File: config.mk
export PLATFORM = sky130hd
export DESIGN_NAME = aidt_decode
export DESIGN_NICKNAME = d
export VERILOG_FILES = /design/src/aidt_pkg.sv /design/src/aidt_imm_ext.sv /design/src/aidt_decode.sv
export SDC_FILE = /design/constraint.sdc
export NUM_CORES = 1
export LEC_CHECK = 0
export ABC_CLOCK_PERIOD_IN_PS = 1200
export BUFFER_PORTS_ARGS = -buffer_cell sky130_fd_sc_hd__buf_2
export CAP_MARGIN = 20
export CORE_UTILIZATION = 46
export CTS_CLUSTER_SIZE = 8
export DETAILED_ROUTE_END_ITERATION = 8
export PLACE_DENSITY = 0.71
export SYNTH_ARGS = -nofsm -noshare
export SYNTH_HDL_FRONTEND = slang
export SYNTH_HIERARCHICAL = 1
export SYNTH_SLANG_ARGS = --single-unit
File: constraint.sdc
create_clock -name clk_sys -period 1.2 [get_ports clk_sys]
set_input_delay 0.24 -clock clk_sys [delete_from_list [all_inputs] [get_ports clk_sys]]
set_output_delay 0.24 -clock clk_sys [all_outputs]
set_load 0.005 [all_outputs]
File: src/aidt_pkg.sv
/*
 * Package for the arithmetic decode and timing block: opcode patterns,
 * clock counts, decoded classes and the carrier structs.
 * Assumes it is compiled before every module of the block.
 */
package aidt_pkg;

    // =========================================================================
    // Opcode patterns and masks
    // =========================================================================
    localparam logic [7:0] AIDT_OP_PFX_CODE    = 8'h2E;
    localparam logic [7:0] AIDT_OP_PFX_STACK   = 8'h36;
    localparam logic [7:0] AIDT_OP_PFX_DATA    = 8'h3E;
    localparam logic [7:0] AIDT_OP_PFX_EXTRA   = 8'h26;
    localparam logic [7:0] AIDT_MASK_RM        = 8'hFC;
    localparam logic [7:0] AIDT_OP_ADD_RM      = 8'h00;
    localparam logic [7:0] AIDT_OP_ADC_RM      = 8'h10;
    localparam logic [7:0] AIDT_OP_SUB_RM      = 8'h28;
    localparam logic [7:0] AIDT_OP_BORROW_RM   = 8'h18;
    localparam logic [7:0] AIDT_OP_IMM_GRP     = 8'h80;
    localparam logic [7:0] AIDT_MASK_W         = 8'hFE;
    localparam logic [7:0] AIDT_OP_UNARY_GRP   = 8'hF6;
    localparam logic [7:0] AIDT_OP_ASC_ADD     = 8'h37;
    localparam logic [7:0] AIDT_OP_ASC_SUB     = 8'h3F;
    localparam logic [7:0] AIDT_OP_DEC_ADD     = 8'h27;
    localparam logic [7:0] AIDT_OP_DEC_SUB     = 8'h2F;
    localparam logic [2:0] AIDT_SUB_SIGN       = 3'h3;
    localparam logic [2:0] AIDT_SUB_MULU       = 3'h4;
    localparam logic [2:0] AIDT_SUB_ADD        = 3'h0;
    localparam logic [2:0] AIDT_SUB_ADC        = 3'h2;
    localparam logic [2:0] AIDT_SUB_SUB        = 3'h5;
    localparam logic [2:0] AIDT_SUB_BORROW     = 3'h3;
    localparam logic [1:0] AIDT_MOD_REG        = 2'h3;

    // =========================================================================
    // Clock counts
    // =========================================================================
    localparam logic [5:0] AIDT_CLK_PREFIX     = 6'h02;
    localparam logic [5:0] AIDT_CLK_RM_REG     = 6'h03;
    localparam logic [5:0] AIDT_CLK_RM_MEM     = 6'h0A;
    localparam logic [5:0] AIDT_CLK_IMM_REG    = 6'h04;
    localparam logic [5:0] AIDT_CLK_IMM_MEM    = 6'h10;
    localparam logic [5:0] AIDT_CLK_ASC_ADD    = 6'h08;
    localparam logic [5:0] AIDT_CLK_ASC_SUB    = 6'h07;
    localparam logic [5:0] AIDT_CLK_DEC_ADJ    = 6'h04;
    localparam logic [5:0] AIDT_CLK_MPY_RB_MIN = 6'h1A;
    localparam logic [5:0] AIDT_CLK_MPY_RB_MAX = 6'h1C;
    localparam logic [5:0] AIDT_CLK_MPY_RW_MIN = 6'h23;
    localparam logic [5:0] AIDT_CLK_MPY_RW_MAX = 6'h25;
    localparam logic [5:0] AIDT_CLK_MPY_MB_MIN = 6'h20;
    localparam logic [5:0] AIDT_CLK_MPY_MB_MAX = 6'h22;
    localparam logic [5:0] AIDT_CLK_MPY_MW_MIN = 6'h29;
    localparam logic [5:0] AIDT_CLK_MPY_MW_MAX = 6'h2B;

    // =========================================================================
    // Reset values
    // =========================================================================
    localparam logic [1:0] AIDT_SEG_NONE_RST   = 2'h0;

    // =========================================================================
    // Types
    // =========================================================================
    typedef enum logic [3:0] {
        AIDT_ALU_NONE        = 4'h0,
        AIDT_ALU_ADD         = 4'h1,
        AIDT_ALU_ADC         = 4'h2,
        AIDT_ALU_SUB         = 4'h3,
        AIDT_ALU_BORROW      = 4'h4,
        AIDT_ALU_SIGN_CHANGE = 4'h5,
        AIDT_ALU_ASCII_ADD   = 4'h6,
        AIDT_ALU_ASCII_SUB   = 4'h7,
        AIDT_ALU_DECIMAL_ADD = 4'h8,
        AIDT_ALU_DECIMAL_SUB = 4'h9,
        AIDT_ALU_MULU        = 4'hA,
        AIDT_ALU_PREFIX      = 4'hB
    } aidt_op_t;

    typedef enum logic [1:0] {
        // Codes equal bits 4:3 of the prefix opcodes, so the decoder casts them.
        AIDT_SEG_CODE  = 2'h1,
        AIDT_SEG_STACK = 2'h2,
        AIDT_SEG_DATA  = 2'h3,
        AIDT_SEG_EXTRA = 2'h0
    } aidt_seg_t;

    typedef struct packed {
        logic       valid;
        logic [7:0] opcode;
        logic [7:0] modrm;
    } aidt_fetch_t;

    typedef struct packed {
        logic       valid;
        aidt_op_t   op;
        logic       is_word;
        logic       is_mem;
        logic       use_carry;
        logic       seg_valid;
        aidt_seg_t  seg;
        logic       imm_sext;
        logic [1:0] imm_bytes;
        logic [1:0] length;
        logic [5:0] clk_min;
        logic [5:0] clk_max;
        logic       known;
    } aidt_decode_t;

endpackage : aidt_pkg

File: src/aidt_imm_ext.sv
/*
 * Immediate operand shaper: widens a byte immediate to word width.
 * Assumes the data bytes come straight from the prefetch queue.
 */
`timescale 1ns/100ps

module aidt_imm_ext
    import aidt_pkg::*;
(
    input  wire logic        is_word,
    input  wire logic        sext,
    input  wire logic [7:0]  data_lo,
    input  wire logic [7:0]  data_hi,
    output logic      [15:0] imm
);

    // =========================================================================
    // Width selection
    // =========================================================================
    always_comb begin
        if (!is_word) begin
            imm = {8'h00, data_lo};
        end else if (sext) begin
            imm = {{8{data_lo[7]}}, data_lo};
        end else begin
            imm = {data_hi, data_lo};
        end
    end

endmodule : aidt_imm_ext

File: src/aidt_decode.sv
/*
 * Decoder and minimum/maximum clock-count table for the segment prefixes and the
 * integer arithmetic group.
 * Assumes opcode, mod byte and data bytes are presented together from the
 * prefetch queue, synchronous to clk_sys.
 */
`timescale 1ns/100ps

module aidt_decode
    import aidt_pkg::*;
(
    input  wire logic         clk_sys,
    input  wire logic         rst_n,
    input  wire logic         clk_en,
    input  wire aidt_fetch_t  fetch,
    input  wire logic [7:0]   data_lo,
    input  wire logic [7:0]   data_hi,
    output aidt_decode_t      dec_reg,
    output logic      [15:0]  imm_reg
);

    // =========================================================================
    // Field extraction
    // =========================================================================
    logic [7:0]   op;
    logic [1:0]   mod_f;
    logic [2:0]   mid_f;
    logic         w_bit;
    logic         s_bit;
    logic         mem_f;
    aidt_decode_t dec_next;
    logic [15:0]  imm_next;
    aidt_seg_t    pend_seg_reg;
    logic         pend_valid_reg;

    assign op    = fetch.opcode;
    assign mod_f = fetch.modrm[7:6];
    assign mid_f = fetch.modrm[5:3];
    assign w_bit = op[0];
    assign s_bit = op[1];
    assign mem_f = (mod_f != AIDT_MOD_REG);

    aidt_imm_ext u_imm (
        .is_word (w_bit),
        .sext    (s_bit),
        .data_lo (data_lo),
        .data_hi (data_hi),
        .imm     (imm_next)
    );

    // =========================================================================
    // Decode table
    // =========================================================================
    always_comb begin
        dec_next           = '0;
        dec_next.valid     = fetch.valid;
        dec_next.is_word   = w_bit;
        dec_next.is_mem    = mem_f;
        dec_next.seg_valid = pend_valid_reg;
        dec_next.seg       = pend_seg_reg;
        dec_next.length    = 2'h1;
        dec_next.known     = 1'b1;
        if ((op & AIDT_MASK_RM) == AIDT_OP_ADD_RM) begin
            dec_next.op      = AIDT_ALU_ADD;
            dec_next.length  = 2'h2;
            dec_next.clk_min = mem_f ? AIDT_CLK_RM_MEM : AIDT_CLK_RM_REG;
        end else if ((op & AIDT_MASK_RM) == AIDT_OP_ADC_RM) begin
            dec_next.op        = AIDT_ALU_ADC;
            dec_next.use_carry = 1'b1;
            dec_next.length    = 2'h2;
            dec_next.clk_min   = mem_f ? AIDT_CLK_RM_MEM : AIDT_CLK_RM_REG;
        end else if ((op & AIDT_MASK_RM) == AIDT_OP_SUB_RM) begin
            dec_next.op      = AIDT_ALU_SUB;
            dec_next.length  = 2'h2;
            dec_next.clk_min = mem_f ? AIDT_CLK_RM_MEM : AIDT_CLK_RM_REG;
        end else if ((op & AIDT_MASK_RM) == AIDT_OP_BORROW_RM) begin
            dec_next.op        = AIDT_ALU_BORROW;
            dec_next.use_carry = 1'b1;
            dec_next.length    = 2'h2;
            dec_next.clk_min   = mem_f ? AIDT_CLK_RM_MEM : AIDT_CLK_RM_REG;
        end else if ((op & AIDT_MASK_RM) == AIDT_OP_IMM_GRP) begin
            // Only the add, carry-add, subtract and borrow rows belong here.
            dec_next.length    = 2'h2;
            dec_next.imm_sext  = s_bit & w_bit;
            dec_next.imm_bytes = (w_bit & ~s_bit) ? 2'h2 : 2'h1;
            dec_next.clk_min   = mem_f ? AIDT_CLK_IMM_MEM : AIDT_CLK_IMM_REG;
            dec_next.use_carry = (mid_f == AIDT_SUB_ADC) || (mid_f == AIDT_SUB_BORROW);
            if (mid_f == AIDT_SUB_ADD) begin
                dec_next.op = AIDT_ALU_ADD;
            end else if (mid_f == AIDT_SUB_ADC) begin
                dec_next.op = AIDT_ALU_ADC;
            end else if (mid_f == AIDT_SUB_SUB) begin
                dec_next.op = AIDT_ALU_SUB;
            end else if (mid_f == AIDT_SUB_BORROW) begin
                dec_next.op = AIDT_ALU_BORROW;
            end else begin
                dec_next.known   = 1'b0;
                dec_next.clk_min = 6'h00;
            end
        end else if ((op & AIDT_MASK_W) == AIDT_OP_UNARY_GRP) begin
            dec_next.length = 2'h2;
            if (mid_f == AIDT_SUB_SIGN) begin
                dec_next.op      = AIDT_ALU_SIGN_CHANGE;
                dec_next.clk_min = mem_f ? AIDT_CLK_RM_MEM : AIDT_CLK_RM_REG;
            end else if (mid_f == AIDT_SUB_MULU) begin
                dec_next.op = AIDT_ALU_MULU;
                unique case ({mem_f, w_bit})
                    2'b00: begin
                        dec_next.clk_min = AIDT_CLK_MPY_RB_MIN;
                        dec_next.clk_max = AIDT_CLK_MPY_RB_MAX;
                    end
                    2'b01: begin
                        dec_next.clk_min = AIDT_CLK_MPY_RW_MIN;
                        dec_next.clk_max = AIDT_CLK_MPY_RW_MAX;
                    end
                    2'b10: begin
                        dec_next.clk_min = AIDT_CLK_MPY_MB_MIN;
                        dec_next.clk_max = AIDT_CLK_MPY_MB_MAX;
                    end
                    2'b11: begin
                        dec_next.clk_min = AIDT_CLK_MPY_MW_MIN;
                        dec_next.clk_max = AIDT_CLK_MPY_MW_MAX;
                    end
                endcase
            end else begin
                dec_next.known = 1'b0;
            end
        end else begin
            dec_next.is_word = 1'b0;
            dec_next.is_mem  = 1'b0;
            unique case (op)
                AIDT_OP_ASC_ADD: begin
                    dec_next.op      = AIDT_ALU_ASCII_ADD;
                    dec_next.clk_min = AIDT_CLK_ASC_ADD;
                end
                AIDT_OP_ASC_SUB: begin
                    dec_next.op      = AIDT_ALU_ASCII_SUB;
                    dec_next.clk_min = AIDT_CLK_ASC_SUB;
                end
                AIDT_OP_DEC_ADD: begin
                    dec_next.op      = AIDT_ALU_DECIMAL_ADD;
                    dec_next.clk_min = AIDT_CLK_DEC_ADJ;
                end
                AIDT_OP_DEC_SUB: begin
                    dec_next.op      = AIDT_ALU_DECIMAL_SUB;
                    dec_next.clk_min = AIDT_CLK_DEC_ADJ;
                end
                AIDT_OP_PFX_CODE, AIDT_OP_PFX_STACK,
                AIDT_OP_PFX_DATA, AIDT_OP_PFX_EXTRA: begin
                    dec_next.op      = AIDT_ALU_PREFIX;
                    dec_next.clk_min = AIDT_CLK_PREFIX;
                end
                default: begin
                    dec_next.known = 1'b0;
                end
            endcase
        end
        if (dec_next.clk_max == 6'h00) begin
            dec_next.clk_max = dec_next.clk_min;
        end
        if (dec_next.op != AIDT_ALU_ADD && dec_next.op != AIDT_ALU_ADC &&
            dec_next.op != AIDT_ALU_SUB && dec_next.op != AIDT_ALU_BORROW) begin
            dec_next.imm_bytes = 2'h0;
        end
    end

    // =========================================================================
    // Segment override state
    // =========================================================================
    // The override is held across the prefix and consumed by the next
    // instruction, so a stray prefix never leaks past one instruction.
    always_ff @(posedge clk_sys or negedge rst_n) begin
        if (!rst_n) begin
            pend_valid_reg <= 1'b0;
            pend_seg_reg   <= aidt_seg_t'(AIDT_SEG_NONE_RST);
        end else if (clk_en && fetch.valid) begin
            if (dec_next.op == AIDT_ALU_PREFIX) begin
                pend_valid_reg <= 1'b1;
                pend_seg_reg   <= aidt_seg_t'(op[4:3]);
            end else begin
                pend_valid_reg <= 1'b0;
            end
        end
    end

    // =========================================================================
    // Output registers
    // =========================================================================
    always_ff @(posedge clk_sys or negedge rst_n) begin
        if (!rst_n) begin
            dec_reg <= '0;
            imm_reg <= 16'h0000;
        end else if (clk_en) begin
            dec_reg <= dec_next;
            imm_reg <= imm_next;
        end
    end

endmodule : aidt_decode

# Yosys cells after proc, flatten, opt, wreduce, memory -nomap -nowiden
# Cells that the tools add are included.
[totals]
ff_bits = 48
output_inout_bits = 45
word_cells = 123
[op_classes]
n_eq_ne = 26
mux = 65
n_bitwise = 3
reduce_logical = 13
[op_table]
columns = ["cell", "n"]
rows = [
  ["$eq A8 B6 Y1 const B", 8],
  ["$pmux W12 S4", 1],
  ["$mux W8", 5],
  ["$mux W4", 9],
  ["$mux W7", 5],
  ["$mux W3", 11],
  ["$mux W16", 2],
  ["$mux W6", 5],
  ["$mux W5", 5],
  ["$pmux W4 S5", 1],
  ["$pmux W4 S4", 1],
  ["$mux W2", 7],
  ["$eq A6 B3 Y1 const B", 2],
  ["$mux W1", 12],
  ["$mux W12", 1],
  ["$logic_not A8 Y1", 1],
  ["$ne A4 B2 Y1 const B", 2],
  ["$reduce_or A8 Y1", 1],
  ["$eq A7 B7 Y1 const B", 1],
  ["$eq A3 B2 Y1 const B", 2],
  ["$eq A3 B3 Y1 const B", 2],
  ["$eq A6 B4 Y1 const B", 1],
  ["$eq A6 B6 Y1 const B", 1],
  ["$logic_not A6 Y1", 1],
  ["other kinds (15)", 20],
]

# Depth between registers and ports, before layout
[depth]
ltp_word = 15
ltp_mapped = 8
ltp_nobuf = 8

# Cells and area by module
# The synthesis kept the hierarchy.
[modules_own_cells]
columns = ["module", "n_inst", "cells_each", "area_per_inst_um2", "seq_area_each_um2"]
rows = [
  ["aidt_decode", 1, 212, 2328.5, 1176.1],
  ["aidt_imm_ext", 1, 25, 196.4, 0.0],
]

# Least setup slack after synthesis
# Ideal clock, no wire load.
[synth_path]
path_type = "input to register"
start = "input fetch[15] (netlist name)"
end = "register pend_seg_reg[1]"
setup_time_ns = 0.128
arrival_ns = 1.719
required_time_ns = 1.072
slack_ns = -0.647
cell_stages = 6
n_path_buf = 1
cell_sequence = "buf_2 -> nor3_1 -> nand2_1 -> o22a_1 -> nor4_4 -> mux2_1"
[synth_between]
elab_chain_cells = 11
elab_cells_between_ends = 24
cone_classes = "eq/ne (14); mux (7); reduce/logical (3)"
[synth_lines]
columns = ["element", "line_no", "rtl"]
rows = [
  ["from (decl)", "aidt_decode.sv:15", "input wire aidt_fetch_t fetch,"],
  ["$eq A8 B6 Y1", "aidt_decode.sv:131", "unique case (op)"],
  ["$reduce_or A4 Y1", "aidt_decode.sv:131", ""],
  ["$pmux W4 S5", "aidt_decode.sv:131", ""],
  ["$mux W4", "aidt_decode.sv:100", "end else if ((op & AIDT_MASK_W) == AIDT_OP_UNARY_GRP) begin"],
  ["$mux W4", "aidt_decode.sv:81", "end else if ((op & AIDT_MASK_RM) == AIDT_OP_IMM_GRP) begin"],
  ["$mux W4", "aidt_decode.sv:76", "end else if ((op & AIDT_MASK_RM) == AIDT_OP_BORROW_RM) begin"],
  ["$mux W4", "aidt_decode.sv:72", "end else if ((op & AIDT_MASK_RM) == AIDT_OP_SUB_RM) begin"],
  ["$mux W4", "aidt_decode.sv:67", "end else if ((op & AIDT_MASK_RM) == AIDT_OP_ADC_RM) begin"],
  ["$mux W4 (*)", "aidt_decode.sv:63", "if ((op & AIDT_MASK_RM) == AIDT_OP_ADD_RM) begin"],
  ["$eq A4 B4 Y1 (*)", "aidt_decode.sv:177", "if (dec_next.op == AIDT_ALU_PREFIX) begin"],
  ["$reduce_and A2 Y1 (no line) (*)", "n/a", ""],
  ["to (signal assigned)", "aidt_decode.sv:175", "pend_seg_reg <= aidt_seg_t'(AIDT_SEG_NONE_RST);"],
  ["to (signal assigned)", "aidt_decode.sv:179", "pend_seg_reg <= aidt_seg_t'(op[4:3]);"],
  ["to (decl)", "aidt_decode.sv:33", "aidt_seg_t pend_seg_reg;"],
]
# Mark *: on every way between the ends. The rest lies on a longest branch, timed or not.
# A chain may end at the register's enable or synchronous reset.

# Worst setup path after layout
[layout_path]
start = "input fetch[5] (netlist name)"
end = "register pend_seg_reg[0]"
[layout_between]
elab_chain_cells = 12
elab_cells_between_ends = 19
cone_classes = "eq/ne (5); mux (12); reduce/logical (2)"
[layout_lines]
columns = ["element", "line_no", "rtl"]
rows = [
  ["$eq A3 B2 Y1", "aidt_decode.sv:94, aidt_decode.sv:102", ""],
  ["$mux W3", "aidt_decode.sv:94", "end else if (mid_f == AIDT_SUB_BORROW) begin"],
  ["$mux W3", "aidt_decode.sv:92", "end else if (mid_f == AIDT_SUB_SUB) begin"],
  ["$mux W3", "aidt_decode.sv:90", "end else if (mid_f == AIDT_SUB_ADC) begin"],
  ["$mux W3", "aidt_decode.sv:88", "if (mid_f == AIDT_SUB_ADD) begin"],
  ["$mux W4 (*)", "aidt_decode.sv:81", ""],
  ["$mux W4 (*)", "aidt_decode.sv:76", ""],
  ["$mux W4 (*)", "aidt_decode.sv:72", ""],
  ["$mux W4 (*)", "aidt_decode.sv:67", ""],
  ["$mux W4 (*)", "aidt_decode.sv:63", ""],
  ["$eq A4 B4 Y1 (*)", "aidt_decode.sv:177", ""],
  ["$reduce_and A2 Y1 (no line) (*)", "n/a", ""],
]
# Marked as above.

==> flow_metrics.py <==
metrics = {
    "global_routing": {
        "grt-ovfl-total": 0,
        "grt_max_degree": 48,
        "grt_pass1_wl_um": 10090,
        "first_global_vias": 2048,
        "grt_use_total_pct": 22.02,
        "antenna_found_initial": 0,
    },
    "flow_run": {
        "maxCapViolCount": 0,
    },
    "sta": {
        "hold_violations": 0,
        "fin_crit_sh_pct": 123.3,
        "worst_pin_slew_ps": 303.1,
        "max_freq_mhz": 675.6,
        "setup_viol": 8,
        "timing.final.ws_setup_ps": -280.1,
        "slew_violations": 0,
        "grt_setup_unrepaired": "true",
        "setup_tns_ps": -1340,
        "skew_ps": 0.3588,
        "fin_crit_ps": 1480,
        "relSlewSlack_pct": 79.80,
    },
    "worst_setup_path": {
        "path_buf_inv": 1,
        "criticalPathCategory": "in -> reg",
        "critPathMaxStageDelay_ps": 350,
        "crit_chain": "buf_2 -> nand2b_1 -> o2bb2ai_1 -> a32o_2 -> nor3_4 -> nor4_4 -> mux2_1",
        "crit_slowest_cell": "mux2_1",
        "worstPathArrival_ps": 1680,
        "start_kind": "primary input",
        "cpLargestDelayFamily": "simple AND/OR/NAND/NOR gates",
        "critPathCaptureType": "flop",
        "required_ps": 1400,
        "crit_fanout": 6,
    },
    "synth": {
        "synth-edff-count": 0,
        "ys_warn_count": 6,
        "syn-instance-count": 237,
        "synth_ff_type": "dfrtp_1",
        "synth.distinct_cells": 48,
        "synth_seq_cells": 47,
        "synthTopCellsByArea": "dfrtp_1, mux2_2, buf_4, o21a_1, nor2_1",
        "syn-mean-instance-area_um2": 10.65,
        "syn_nets": 277,
        "synth_top_cell_area_share_pct": 46.58,
        "synth_top_area_cell": "dfrtp_1",
        "syn_area_mm2": 0.002525,
        "ys_async_sr_fraction_pct": 100.0,
        "ys_seq_area_share_pct": 46.58,
    },
    "detailed_routing": {
        "first_pass_iters": 4,
        "drt_wl_total_um": 6227,
        "post_drt_via_cell_ratio": 5.134,
        "routed-via-count": 2187,
        "wl_per_cell_um": 14.62,
        "remaining_drc_errors": 0,
        "drt-initial-drc-count": 77,
        "antenna_left": 0,
    },
    "floorplan": {
        "die-area_mm2": 0.005789,
        "core_area_mm2": 0.005205,
        "fp.dieH_um": 76.09,
        "start_util_pct": 48.51,
        "io-pin-count": 81,
        "die_x_um": 76.09,
        "num_rows": 26,
    },
    "final_layout": {
        "mostFrequentLayoutCell": "buf_2",
        "antenna_cells": 0,
        "mostFrequentLayoutCells": "buf_2, buf_4, dfrtp_1, mux2_2",
        "fin_util_pct": 72.07,
        "drive_gt1_share_pct": 58.43,
        "nNetsFinal": 395,
        "largest_register_ffs": 28,
        "design_area_mm2": 0.003751,
        "area_growth_syn_to_layout_pct": 48.56,
    },
    "status": {
        "status": "finished, violations left",
        "failed_checks": "negative setup slack",
    },
    "power_and_ir_drop": {
        "pwr-share-seq_pct": 46.5,
        "net-switching-power_uw": 969.1,
        "combPwrFrac_pct": 20.0,
        "power_uw": 3735,
        "p_leak_uw": 0.001853,
        "pwr-share-clk_pct": 33.5,
        "ir_drop_mv": 0.5598,
        "swShare_pct": 25.95,
        "p_per_area_mw_per_mm2": 995.6,
        "internal_power_uw": 2765,
    },
    "clock_tree": {
        "clockBufferDepth": 2,
        "path_clk_slew_ps": 90,
        "cts_root_buffer": "clkbuf_8",
        "cts_made_buffers": 5,
        "cts_tree": "yes",
        "clk_latency_ps": 300,
        "cts.sinks": 47,
        "htreeDepth": 2,
    },
    "placed_design": {
        "port_buffers": 77,
        "post-dp-hpwl_um": 4454,
        "gp_congestion": 0.8465,
        "pre_cts_ws_ps": -636.4,
        "placed_area_mm2": 0.003307,
    },
    "worst_hold_path": {
        "hold_path_class": "in -> reg",
    },
}
area by class of cell:
type	count	area [um2]
well taps	70	87.58
clock buffers	6	82.58
flip-flops and latches	47	1176
repair buffers	133	915.9
fillers	396	1454
clock inverters	2	38.79
multi-input cells	157	1404
inverters	11	46.29
synth_stat cells, types with 6 or more instances:
library cell / instances
a21boi_1: 6
a21oi_1: 10
buf_4: 9
clkbuf_1: 9
dfrtp_1: 47
inv_1: 11
mux2_2: 20
nand2_1: 11
nand2b_1: 9
nor2_1: 17
o21a_1: 9
o21ai_0: 12
cell families (layout without fill, tap and decap cells):
group | count (synthesis) | count (layout) | synth area share, %
compound gates | 60 | 60 | 16.20
flops | 47 | 47 | 46.58
fa+ha+maj | 4 | 4 | 1.982
simple gates | 68 | 68 | 17.44
buf+inv | 33 | 152 | 6.937
xor+xnor | 3 | 3 | 1.041
mux | 22 | 22 | 9.812
per-stage QoR:
step / cells / hold WS, ps
2_1_floorplan: 237 / -55.59
3_3_place_gp: 409 / 241.1
5_1_grt: 426 / 152.7
3_5_place_dp: 409 / 245.1
4_1_cts: 421 / 153.2
6_report: 426 / 158.7
power groups by stage:
stage / clock network, uW / registers [uW] / logic, uW
final: 1250 / 1730 / 748
after global routing: 1330 / 1750 / 814
after CTS: 1280 / 1740 / 708
after detailed placement: 0 / 1770 / 657
after global placement: 0 / 1760 / 646
after floorplan: 0 / 1780 / 329
path summary, 6_finish.rpt:
kind,start,endpoint,slack [ps],depth (start not counted)
worst max-delay path,fetch[5],pend_seg_reg[0],-280,7
worst min-delay path,data_lo[0],imm_reg[0],160,2
worst max register to register,pend_seg_reg[0],pend_seg_reg[0],430,1
worst min register to register,dec_reg[5],dec_reg[5],480,1
max in group asynchronous,rst_n,dec_reg[13],530,3
min in group asynchronous,rst_n,dec_reg[21],430,3
per-layer routing:
layer	GRT usage [%]	routed length (um)
met5	0	0
met4	5.192	62
met3	3.952	286
met2	35.73	2998
met1	30.79	2879
what timing repair did:
item / in CTS / in global routing
hold buffers: 1 / 0
pin swaps: 10 / 5
resized for setup: 35 / 33
endpoints found under the hold margin: 47 / 0
setup buffers: 4 / 6
setup endpoints to repair: 18 / 18
(Power assumes the default switching activity.)
